`src/design/cim_pkg.sv`:
```
package cim_pkg;
  // ==========================================================
  // register file numbering
  localparam logic [4:0] REG_LOW_BASE     = 5'h10; // codes 0 and 1 land here
  localparam logic [2:0] CODE_LOW_LIMIT   = 3'h2;  // codes below this are remapped
  localparam logic [4:0] COMPARE_FLAG_REG = 5'h18;
  localparam logic [4:0] STACK_TOP_REG    = 5'h1d;
  localparam logic [4:0] RETURN_LINK_REG  = 5'h1f;

  // ==========================================================
  // mode encoding
  localparam logic MODE_WIDE    = 1'b0; // 32-bit instructions
  localparam logic MODE_COMPACT = 1'b1; // 16-bit instructions
  localparam int   MODE_BIT     = 0;    // pc / link bit carrying the mode

  // ==========================================================
  // register map (byte addresses)
  localparam logic [3:0] ADDR_STATUS = 4'h0;
  localparam logic [3:0] ADDR_MASK   = 4'h4;
  localparam logic [3:0] ADDR_MODE   = 4'h8;
  localparam int         EVT_W       = 4;
  localparam int         EVT_EXT_RI  = 0; // misplaced extend prefix
  localparam int         EVT_JMP_RI  = 1; // exchange jump without extension, or compact register jump outside compact mode
  localparam int         EVT_ADDR    = 2; // odd register-jump target
  localparam int         EVT_BREAK   = 3; // compact breakpoint
  localparam logic [EVT_W-1:0] STATUS_RST = 4'h0;
  localparam logic [EVT_W-1:0] MASK_RST   = 4'h0;

  // ==========================================================
  // types
  typedef enum logic [3:0] {
    CL_LDST, CL_SAVE, CL_ALUI, CL_SHIFTI, CL_BRANCH, CL_MACRO,
    CL_ALUR, CL_MOVE, CL_MULDIV, CL_JUMP, CL_BREAK, CL_EXTEND
  } cim_class_t;

  typedef enum logic [2:0] {
    JK_JAL, JK_JUMP_LINK_EXCHANGE, JK_JR, JK_JUMP_VIA_REG_HAZARD, JK_JUMP_LINK_VIA_REG, JK_JUMP_LINK_VIA_REG_HAZARD, JK_JRC, JK_COMPACT_JUMP_LINK_VIA_REG
  } cim_jkind_t;

  typedef enum logic [1:0] {EX_NORMAL, EX_ERROR, EX_DEBUG} cim_exkind_t;

  typedef struct packed {
    cim_class_t cls;
    logic       flag_use;  // compare, set-on-less-than, flag branch
    logic       sp_use;
    logic       ra_use;
    logic [2:0] rx;
    logic [2:0] ry;
    logic [4:0] move_reg;  // full index for the move forms
  } cim_dec_req_t;

  typedef struct packed {
    logic [4:0] rx_idx;
    logic [4:0] ry_idx;
    logic [4:0] imp_idx;
    logic       imp_vld;
    logic       extensible;
    logic       ri;        // reserved-instruction from extend misuse
    logic       brk;
    logic       macro;
  } cim_dec_rsp_t;
endpackage : cim_pkg

```
`src/design/cim_regmap.sv`:
```
// The implementer's own choices: the placing of the registers and the strobed register port.
`timescale 1ns/1ps
// Operation
// - codes 0,1 map to 16,17
// - flag instructions implicitly use register 24
// - stack and link use 29, 31
// - move forms name any register
// - one mode bit, 1 means compact
// - exceptions and reset clear mode
// - exception restart bit 0 holds mode
// - reset fetch starts wide at vector
// - linking jumps store mode in bit0
// - exchange jump inverts the mode
// - register jumps load mode, clear pc0
// - compact register jumps same in compact
// - no extension: exchange jump reserved
// - no extension: odd register-jump target address error
// - breakpoint traps; extend widens next
// - macro instructions flagged for expansion
// - misplaced extend raises reserved instruction
module cim_regmap #(
  parameter bit          HAS_COMPACT = 1'b1,
  parameter logic [31:0] RESET_VEC   = 32'h0000_0000
) (
  input  wire logic                         clk_in,
  input  wire logic                         rst_b_in,
  input  wire logic [3:0]                   reg_addr_in,
  input  wire logic [31:0]                  reg_wdata_in,
  input  wire logic                         reg_wr_in,
  input  wire logic                         reg_rd_in,
  output logic      [31:0]                  reg_rdata_out,
  output logic                              irq_out,
  input  wire logic                         dec_valid_in,
  input  wire cim_pkg::cim_dec_req_t        dec_req_in,
  output logic                              dec_valid_out,
  output cim_pkg::cim_dec_rsp_t             dec_rsp_out,
  input  wire logic                         jmp_valid_in,
  input  wire cim_pkg::cim_jkind_t          jmp_kind_in,
  input  wire logic [31:0]                  jmp_target_in,
  output logic                              jmp_link_vld_out,
  output logic                              jmp_link_bit_out,
  output logic                              jmp_ri_out,
  output logic                              jmp_addr_err_out,
  input  wire logic                         exc_take_in,
  input  wire cim_pkg::cim_exkind_t         exc_kind_in,
  output logic                              exc_vld_out,
  output cim_pkg::cim_exkind_t              exc_dest_out,
  output logic                              exc_restart_bit_out,
  output logic                              fetch_mode_out,
  output logic                              fetch_redirect_out,
  output logic      [31:0]                  fetch_pc_out
);

  typedef enum logic {ST_IDLE, ST_EXT_PEND} cim_ext_st_t;

  // ==========================================================
  // helpers
  // compact field to file index
  function automatic logic [4:0] map_code(input logic [2:0] code);
    map_code = (code < cim_pkg::CODE_LOW_LIMIT) ? (cim_pkg::REG_LOW_BASE | {2'h0, code}) : {2'h0, code};
  endfunction : map_code

  // categories that accept an extend prefix
  function automatic logic is_extensible(input cim_pkg::cim_class_t cls);
    is_extensible = (cls == cim_pkg::CL_LDST) || (cls == cim_pkg::CL_SAVE) ||
                    (cls == cim_pkg::CL_ALUI) || (cls == cim_pkg::CL_SHIFTI) ||
                    (cls == cim_pkg::CL_BRANCH) || (cls == cim_pkg::CL_MACRO);
  endfunction : is_extensible

  // ==========================================================
  // state
  logic                           mode_q, mode_d;
  cim_ext_st_t                    ext_q, ext_d;
  logic [cim_pkg::EVT_W-1:0]      status_q, status_d, mask_q;
  logic                           rst_pend_q;
  logic [31:0]                    pc_q;
  logic                           redir_q;
  cim_pkg::cim_dec_rsp_t          rsp_d;
  logic [cim_pkg::EVT_W-1:0]      evt;

  // ==========================================================
  // decode path
  wire cim_pkg::cim_class_t cls      = dec_req_in.cls;
  wire logic                is_ext   = (cls == cim_pkg::CL_EXTEND);
  wire logic                is_move  = (cls == cim_pkg::CL_MOVE);
  wire logic                pend     = (ext_q == ST_EXT_PEND);
  wire logic                ext_bad  = dec_valid_in && pend && (is_ext || !is_extensible(cls));

  wire logic [4:0] rx_map = map_code(dec_req_in.rx);
  wire logic [4:0] ry_map = map_code(dec_req_in.ry);

  // response assembly
  always_comb begin
    rsp_d            = '0;
    rsp_d.rx_idx     = is_move ? dec_req_in.move_reg : rx_map;
    rsp_d.ry_idx     = ry_map;
    rsp_d.imp_vld    = dec_req_in.flag_use || dec_req_in.sp_use || dec_req_in.ra_use;
    if (dec_req_in.flag_use) begin
      rsp_d.imp_idx = cim_pkg::COMPARE_FLAG_REG;
    end else if (dec_req_in.sp_use) begin
      rsp_d.imp_idx = cim_pkg::STACK_TOP_REG;
    end else if (dec_req_in.ra_use) begin
      rsp_d.imp_idx = cim_pkg::RETURN_LINK_REG;
    end
    rsp_d.extensible = is_extensible(cls);
    rsp_d.ri         = ext_bad;
    rsp_d.brk        = (cls == cim_pkg::CL_BREAK);
    rsp_d.macro      = (cls == cim_pkg::CL_MACRO);
  end

  always_comb begin
    ext_d = ext_q;
    if (exc_take_in) begin
      ext_d = ST_IDLE;
    end else if (dec_valid_in) begin
      unique case (ext_q)
        ST_IDLE:     ext_d = is_ext ? ST_EXT_PEND : ST_IDLE;
        ST_EXT_PEND: ext_d = is_ext ? ST_EXT_PEND : ST_IDLE;
      endcase
    end
  end

  // ==========================================================
  // jump and mode path
  wire logic jv        = jmp_valid_in && !exc_take_in;
  wire logic k_jump_link_exchange    = (jmp_kind_in == cim_pkg::JK_JUMP_LINK_EXCHANGE);
  wire logic k_reg     = (jmp_kind_in == cim_pkg::JK_JR) || (jmp_kind_in == cim_pkg::JK_JUMP_VIA_REG_HAZARD) ||
                         (jmp_kind_in == cim_pkg::JK_JUMP_LINK_VIA_REG) || (jmp_kind_in == cim_pkg::JK_JUMP_LINK_VIA_REG_HAZARD);
  wire logic k_cmp     = (jmp_kind_in == cim_pkg::JK_JRC) || (jmp_kind_in == cim_pkg::JK_COMPACT_JUMP_LINK_VIA_REG);
  wire logic k_link    = (jmp_kind_in == cim_pkg::JK_JAL) || k_jump_link_exchange || (jmp_kind_in == cim_pkg::JK_JUMP_LINK_VIA_REG) ||
                         (jmp_kind_in == cim_pkg::JK_JUMP_LINK_VIA_REG_HAZARD) || (jmp_kind_in == cim_pkg::JK_COMPACT_JUMP_LINK_VIA_REG);
  wire logic tgt_lsb   = jmp_target_in[cim_pkg::MODE_BIT];
  wire logic jump_link_exchange_ri   = jv && k_jump_link_exchange && !HAS_COMPACT;
  // compact register jumps only exist in compact mode
  wire logic cmp_ri    = jv && k_cmp && !(HAS_COMPACT && mode_q == cim_pkg::MODE_COMPACT);
  wire logic jmp_ri    = jump_link_exchange_ri || cmp_ri;
  wire logic addr_err  = jv && k_reg && !HAS_COMPACT && tgt_lsb;
  wire logic mode_load = jv && HAS_COMPACT && (k_reg || (k_cmp && mode_q == cim_pkg::MODE_COMPACT));
  wire logic redirect  = jv && !jmp_ri && !addr_err;
  wire logic [31:0] tgt_clr = {jmp_target_in[31:1], 1'b0};

  always_comb begin
    mode_d = mode_q;
    if (exc_take_in) begin
      mode_d = cim_pkg::MODE_WIDE;
    end else if (jv && k_jump_link_exchange && HAS_COMPACT) begin
      mode_d = ~mode_q;
    end else if (mode_load) begin
      mode_d = tgt_lsb;
    end
  end

  // ==========================================================
  // sticky events, set wins over write-one clear
  assign evt[cim_pkg::EVT_EXT_RI] = ext_bad;
  assign evt[cim_pkg::EVT_JMP_RI] = jmp_ri;
  assign evt[cim_pkg::EVT_ADDR]   = addr_err;
  assign evt[cim_pkg::EVT_BREAK]  = dec_valid_in && (cls == cim_pkg::CL_BREAK);

  wire logic wr_status = reg_wr_in && (reg_addr_in == cim_pkg::ADDR_STATUS);
  wire logic wr_mask   = reg_wr_in && (reg_addr_in == cim_pkg::ADDR_MASK);
  assign status_d = (status_q & ~(wr_status ? reg_wdata_in[cim_pkg::EVT_W-1:0] : '0)) | evt;
  assign irq_out  = |(status_q & mask_q);

  // read mux, unmapped reads zero
  wire logic [31:0] rd_mux =
    (reg_addr_in == cim_pkg::ADDR_STATUS) ? {{(32-cim_pkg::EVT_W){1'b0}}, status_q} :
    (reg_addr_in == cim_pkg::ADDR_MASK)   ? {{(32-cim_pkg::EVT_W){1'b0}}, mask_q}   :
    (reg_addr_in == cim_pkg::ADDR_MODE)   ? {31'h0, mode_q} : 32'h0;

  // ==========================================================
  // register bus and core state
  always_ff @(posedge clk_in) begin
    if (!rst_b_in) begin
      status_q      <= cim_pkg::STATUS_RST;
      mask_q        <= cim_pkg::MASK_RST;
      reg_rdata_out <= 32'h0;
      ext_q         <= ST_IDLE;
      mode_q        <= cim_pkg::MODE_WIDE;
    end else begin
      status_q      <= status_d;
      mask_q        <= wr_mask ? reg_wdata_in[cim_pkg::EVT_W-1:0] : mask_q;
      reg_rdata_out <= reg_rd_in ? rd_mux : 32'h0;
      ext_q         <= ext_d;
      mode_q        <= mode_d;
    end
  end

  // decode and jump answers
  always_ff @(posedge clk_in) begin
    if (!rst_b_in) begin
      dec_valid_out    <= 1'b0;
      dec_rsp_out      <= '0;
      jmp_link_vld_out <= 1'b0;
      jmp_link_bit_out <= 1'b0;
      jmp_ri_out       <= 1'b0;
      jmp_addr_err_out <= 1'b0;
    end else begin
      dec_valid_out    <= dec_valid_in;
      dec_rsp_out      <= dec_valid_in ? rsp_d : '0;
      // link register bit 0 gets mode
      jmp_link_vld_out <= jv && k_link && !jmp_ri;
      jmp_link_bit_out <= mode_q;
      jmp_ri_out       <= jmp_ri;
      jmp_addr_err_out <= addr_err;
    end
  end

  // exception restart bit
  always_ff @(posedge clk_in) begin
    if (!rst_b_in) begin
      exc_vld_out         <= 1'b0;
      exc_dest_out        <= cim_pkg::EX_NORMAL;
      exc_restart_bit_out <= 1'b0;
    end else begin
      exc_vld_out         <= exc_take_in;
      exc_dest_out        <= exc_take_in ? exc_kind_in : exc_dest_out;
      // interrupted mode into restart bit 0
      exc_restart_bit_out <= exc_take_in ? mode_q : exc_restart_bit_out;
    end
  end

  // reset vector fetch in wide mode
  always_ff @(posedge clk_in) begin
    if (!rst_b_in) begin
      rst_pend_q <= 1'b1;
      redir_q    <= 1'b0;
      pc_q       <= RESET_VEC;
    end else begin
      rst_pend_q <= 1'b0;
      redir_q    <= redirect;
      pc_q       <= redirect ? (HAS_COMPACT ? tgt_clr : jmp_target_in) : pc_q;
    end
  end

  assign fetch_mode_out     = mode_q;
  assign fetch_redirect_out = rst_pend_q || redir_q;
  assign fetch_pc_out       = pc_q;
endmodule : cim_regmap

```
`config.mk`:
```
export PLATFORM = sky130hd
export DESIGN_NAME = cim_regmap
export DESIGN_NICKNAME = d
export VERILOG_FILES = /design/src/design/cim_pkg.sv /design/src/design/cim_regmap.sv
export SDC_FILE = /design/constraint.sdc
export NUM_CORES = 1
export LEC_CHECK = 0
export ABC_AREA = 1
export BUFFER_PORTS_ARGS = -buffer_cell sky130_fd_sc_hd__buf_2
export CAP_MARGIN = 20
export CORE_MARGIN = 2
export CORE_UTILIZATION = 42
export CTS_CLUSTER_DIAMETER = 50
export CTS_CLUSTER_SIZE = 24
export DETAILED_ROUTE_END_ITERATION = 16
export PLACE_DENSITY = 0.8
export SLEW_MARGIN = 5
export SYNTH_ARGS = -nofsm -noshare
export SYNTH_HDL_FRONTEND = slang
export SYNTH_SLANG_ARGS = --single-unit
```
`constraint.sdc`:
```
create_clock -name clk_in -period 1.4 [get_ports clk_in]
set_input_delay 0.28 -clock clk_in [delete_from_list [all_inputs] [get_ports clk_in]]
set_output_delay 0.28 -clock clk_in [all_outputs]
set_load 0.02 [all_outputs]
```
# Yosys cells after proc, flatten, opt, wreduce, memory -nomap -nowiden
# Cells that the tools add are included.
word_totals:
  regBits: 103
  inputBits: 98
  out_inout_bits: 96
op_classes:
  n_reduce_logical: 47
  n_eq_ne: 17
  muxes: 14
  order_cmp: 2
  bitwise: 8
ops:
  columns: ["operator", "count"]
  rows:
  - ["2-to-1 mux 5 bit", 6]
  - ["logical OR 1 bit", 18]
  - ["== test 4 x 3 -> 1 bit, second input constant", 4]
  - ["logical AND 1 bit", 14]
  - ["== test 3 bit, second input constant", 4]
  - ["== test 4 bit, second input constant", 3]
  - ["2-to-1 mux 4 bit", 3]
  - ["OR reduction 4 bit", 3]
  - ["bitwise AND 4 bit", 2]
  - ["== test 4 x 2 -> 1 bit, second input constant", 2]
  - ["logical NOT 4 bit", 2]
  - ["== test 3 x 2 -> 1 bit, second input constant", 2]
  - ["less-than comparator 3 x 2 -> 1 bit, second input constant", 2]
  - ["2-to-1 mux 1 bit", 5]
  - ["== test 4 x 1 -> 1 bit, second input constant", 1]
  - ["logical NOT 1 bit", 4]
  - ["inverter 1 bit", 4]
  - ["inverter 4 bit", 1]
  - ["OR 4 bit", 1]
  - ["AND reduction 2 bit", 2]
  - ["== test 3 x 1 -> 1 bit, second input constant", 1]
  - ["logical NOT 3 bit", 1]
  - ["OR reduction 3 bit", 1]
  - ["nonzero test 2 bit", 1]
  - ["OR reduction 2 bit", 1]

# Longest topological paths before layout
logic_depth:
  depth_word: 10
  mapped_depth: 7

# Least setup slack after synthesis
# OpenSTA, ideal clock, no wires.
synth_path:
  path_type: "register to register"
  from: "register mode_q, in the netlist fetch_mode_out"
  to: "register pc_q[3], in the netlist fetch_pc_out[3]"
  t_arrival_ns: 1.014
  path_slack_ns: 0.251
  stages_incl_launch_ff: 7
  setup_ns: 0.135
  synth_period_minus_slack_ns: 1.149
  path_cell_list: "dfxtp_1 inv_2 nand2_4 nand2_4 buf_6 nand2_1 a21oi_2"
synth_between:
  elab_chain_cells: 4
synth_rtl:
  columns: ["item", "line_no", "source"]
  rows:
  - ["start, declared", "cim_regmap.sv:72", "logic mode_q, mode_d;"]
  - ["start signal, assigned", "cim_regmap.sv:179", "mode_q <= cim_pkg::MODE_WIDE;"]
  - ["start signal, assigned", "cim_regmap.sv:185", "mode_q <= mode_d;"]
  - ["logical NOT 1 bit", "cim_regmap.sv:135", "wire logic cmp_ri = jv && k_cmp && !(HAS_COMPACT && mode_q == cim_pkg::MODE_COMPACT);"]
  - ["logical AND 1 bit", "cim_regmap.sv:135", null]
  - ["logical NOT 1 bit", "cim_regmap.sv:139", "wire logic redirect = jv && !jmp_ri && !addr_err;"]
  - ["logical AND 1 bit", "cim_regmap.sv:139", null]
  - ["end signal, assigned", "cim_regmap.sv:232", "pc_q <= redirect ? (HAS_COMPACT ? tgt_clr : jmp_target_in) : pc_q;"]
  - ["end, declared", "cim_regmap.sv:76", "logic [31:0] pc_q;"]
# No other way between the ends.
# A chain may end at the register's enable or synchronous reset.

# Final worst setup path
layout_path:
  from: "register redir_q"
  to: "output port fetch_redirect_out"
layout_between:
  elab_chain_cells: 1
layout_rtl:
  columns: ["item", "line_no", "source"]
  rows:
  - ["start, declared", "cim_regmap.sv:77", "logic redir_q;"]
  - ["start signal, assigned", "cim_regmap.sv:231", "redir_q <= redirect;"]
  - ["logical OR 1 bit", "cim_regmap.sv:237", "assign fetch_redirect_out = rst_pend_q || redir_q;"]
  - ["end, declared", "cim_regmap.sv:50", "output logic fetch_redirect_out,"]
# No other way between the ends.

==> summary.md <==
| Metric | Value |
|---|---|
| Status | `finished clean` |
| Global route overflow | `0` |
| Hold Slack | `0.136 ns` |
| Nets | `599` |
| 1st-iter DRT viols | `82` |
| DRC viols | `0` |
| Layout cell share with drive strength beyond 1 | `34.2%` |
| Clk pin slew, worst setup/hold paths | `0.07 ns` |
| Commonest non-fill, non-tap cell in the layout | `buf_2` |
| Cts hold-fix bufs | `0` |
| First-pass GRT wire length | `10700 µm` |
| Die area | `0.00774 mm²` |
| Non-Filler Instances | `599` |
| Type of the worst setup path | `flip-flop to output port` |
| Critical Path RT | `1.12 ns` |
| Worst hold stages | `2` |
| Max Fclk | `0.747 GHz` |
| Largest net degree at the start of global routing | `34` |
| Worst r2r path cells | `5` |
| Post-CTS sizing | `0` |
| Pre-Repair DR Iteration Count | `4` |
| Port bufs | `134` |
| IO Count | `194` |
| Mapped cell area | `0.00296 mm²` |
| Clk root buf | `clkbuf_8` |
| Antenna diodes | `0` |
| Dpl cells | `584` |
| RSZ-0062 raised after global routing | `false` |
| Gpl congestion | `0.879` |
| Commonest non-fill, non-tap cells in the layout | `134 x buf_2, 72 x dfxtp_1, 69 x nand2_1` |
| Initial antenna violation count | `0` |
| Num rows | `30` |
| CTS buffer count | `9` |
| CP bufs+invs | `1` |
| Crit-path cells | `or2_2 -> buf_2` |
| Crit path max-delay cell type | `dfxtp_1` |
| Total track usage | `17.8%` |
| WL final | `6920 µm` |
| Startpoint Class | `flip-flop` |
| Clk_lat worst skew | `0.33 ns` |
| Pleak | `1.95 nW` |
| Reg-to-Reg End | `fetch_pc_out[30]` |
| Slew Limit Fails | `0` |
| Worst VDD drop | `0.642 mV` |
| Area of the multi-input gates | `0.00115 mm²` |
| Worst flop-to-flop path startpoint | `fetch_mode_out` |
| Post-route ant nets | `0` |
| Worst Hold Launch | `dec_req_in[7]` |
| P&R area growth vs syn | `28.0%` |
| CP endpoint kind | `output port` |
| Postcts setup bufs | `0` |
| DR vias | `2720` |
| Max H-tree Level | `3` |
| Crit path max-delay family | `flip-flops` |
| Initial Utilization | `43.6%` |
| Via/cell ratio | `4.54` |
| Slowest stage delay, CP | `0.29 ns` |
| Max cap viols | `0` |
| Worst R2R Setup Slack | `0.23 ns` |
| Final period utilization | `95.7%` |
| Hold EP | `dec_rsp_out[14]` |
| Core ar. | `0.00679 mm²` |
| Reg area | `0.00144 mm²` |
| # fillers | `646` |
| Clock tree buffer depth | `2` |
| Worst hold path class | `input pin to flip-flop` |
| Seq cells post-synth | `72` |
| Number of global-route vias before repair | `2520` |
| Worst EP arrival | `1.06 ns` |
| Number of setup violations in the final report | `0` |
| Yosys cell types | `29` |
| Post-Synthesis Cells | `362` |
| Chip Height | `88.0 µm` |
| TritonCTS clock tree | `yes` |
| Clock Skew | `0.00755 ns` |
| Final Hold Viols | `0` |
| Seq/Total Area, Yosys | `48.7%` |
| Detailed placement HPWL | `5250 µm` |
| Routed len/inst | `11.6 µm` |
| Die X | `88.0 µm` |
| Critical path fanouts, max | `1` |
| # clock sinks | `72` |
| Min Tclk post-route | `1.34 ns` |
| Tot Pwr | `4.33 mW` |
| P per Cell Area | `1140 mW/mm²` |
| Synth warnings | `0` |
| Mean Syn Cell Area | `8.18 µm²` |
worst max-delay path by stage:
stage                         from            endpoint  slack (ns)  cells after the start
floorplan           fetch_mode_out     fetch_pc_out[3]        0.25                      6
detailed placement  jmp_kind_in[1]    fetch_pc_out[30]       -0.03                      6
finish                     redir_q  fetch_redirect_out        0.06                      2
CTS                        redir_q  fetch_redirect_out        0.04                      2
global route               redir_q  fetch_redirect_out        0.01                      2
global placement    jmp_kind_in[1]    jmp_link_vld_out        0.01                      6
synth_stat cells (all sizes together):
library cell  instances  share of area [%]
o21bai                1               0.25
a22o                  2               0.59
a41oi                 1               0.30
o21a                  1               0.25
nor3                  2               0.34
nand3                42                7.1
nand2                71                9.5
buf                  44                 12
clkbuf                4               0.51
inv                  29                3.7
nor2                 32                4.5
dfxtp                72                 49
a21oi                41                7.6
o211ai                1               0.25
conb                  1               0.13
nor4                  2               0.42
nand4                 8                1.9
ha                    2               0.85
o21ai                 5               0.85
or2                   1               0.21
logic make-up (layout without fill, tap and decap cells):
| group | after synthesis | after routing | synth area share [%] |
|---|---|---|---|
| compound gates | 52 | 52 | 10.1 |
| flops | 72 | 72 | 48.7 |
| buf+inv | 77 | 188 | 16.3 |
| other cells | 1 | 31 | 0.127 |
| simple gates | 158 | 158 | 24.0 |
| fa+ha+maj | 2 | 2 | 0.845 |
worst reg2reg max path, stage by stage, from the launching register on:
cell	delay, ns
dfxtp_1	0.32
inv_2	0.10
nand2_4	0.12
nand2_4	0.30
nand2_1	0.12
a21oi_1	0.14
routing by layer:
metal	global-route usage, %	share of wire (%)	wire length, µm	up-vias
li1	-	-	-	1384
met1	19.9	41	2850	1215
met2	30.4	49	3360	111
met3	6.50	8.8	610	10
met4	7.69	1.4	99	0
met5	0	0	0	-
registers in the layout, indices dropped and copies added (netlist names), 2 cells and up:
signal	count
dec_rsp_out	17
exc_dest_out	2
fetch_pc_out	31
mask_q	4
reg_rdata_out	4
status_q	4
stage by stage:
| stage | cell area, µm² | setup TNS (ns) | setup WS [ns] | utilization, % |
|---|---|---|---|---|
| floorplan | 3070 | 0 | 0.251 | - |
| global placement | 3600 | 0 | 0.00958 | 53.0 |
| detailed placement | 3600 | -0.0632 | -0.0309 | 53.0 |
| CTS | 3790 | 0 | 0.0386 | 55.8 |
| global route | 3790 | 0 | 0.0118 | 55.8 |
| finish | 3790 | 0 | 0.0609 | 55.8 |
final cells by class:
cell class                 count  area share [%]
inverter                      29            2.87
timing repair buffer         144            20.7
multi-input combinational    243            30.3
tap                           96            3.17
clock buffer                  12            3.83
clock inverter                 3            1.12
sequential                    72            38.0
where the power goes:
part / internal, mW / leakage [nW] / switching (mW) / total [mW]
clock: 0.861 / 0.0925 / 0.699 / 1.56
sequential: 2.12 / 0.587 / 0.0303 / 2.15
combinational: 0.213 / 1.27 / 0.402 / 0.614
Note: power is estimated with default switching activity, not from simulation.
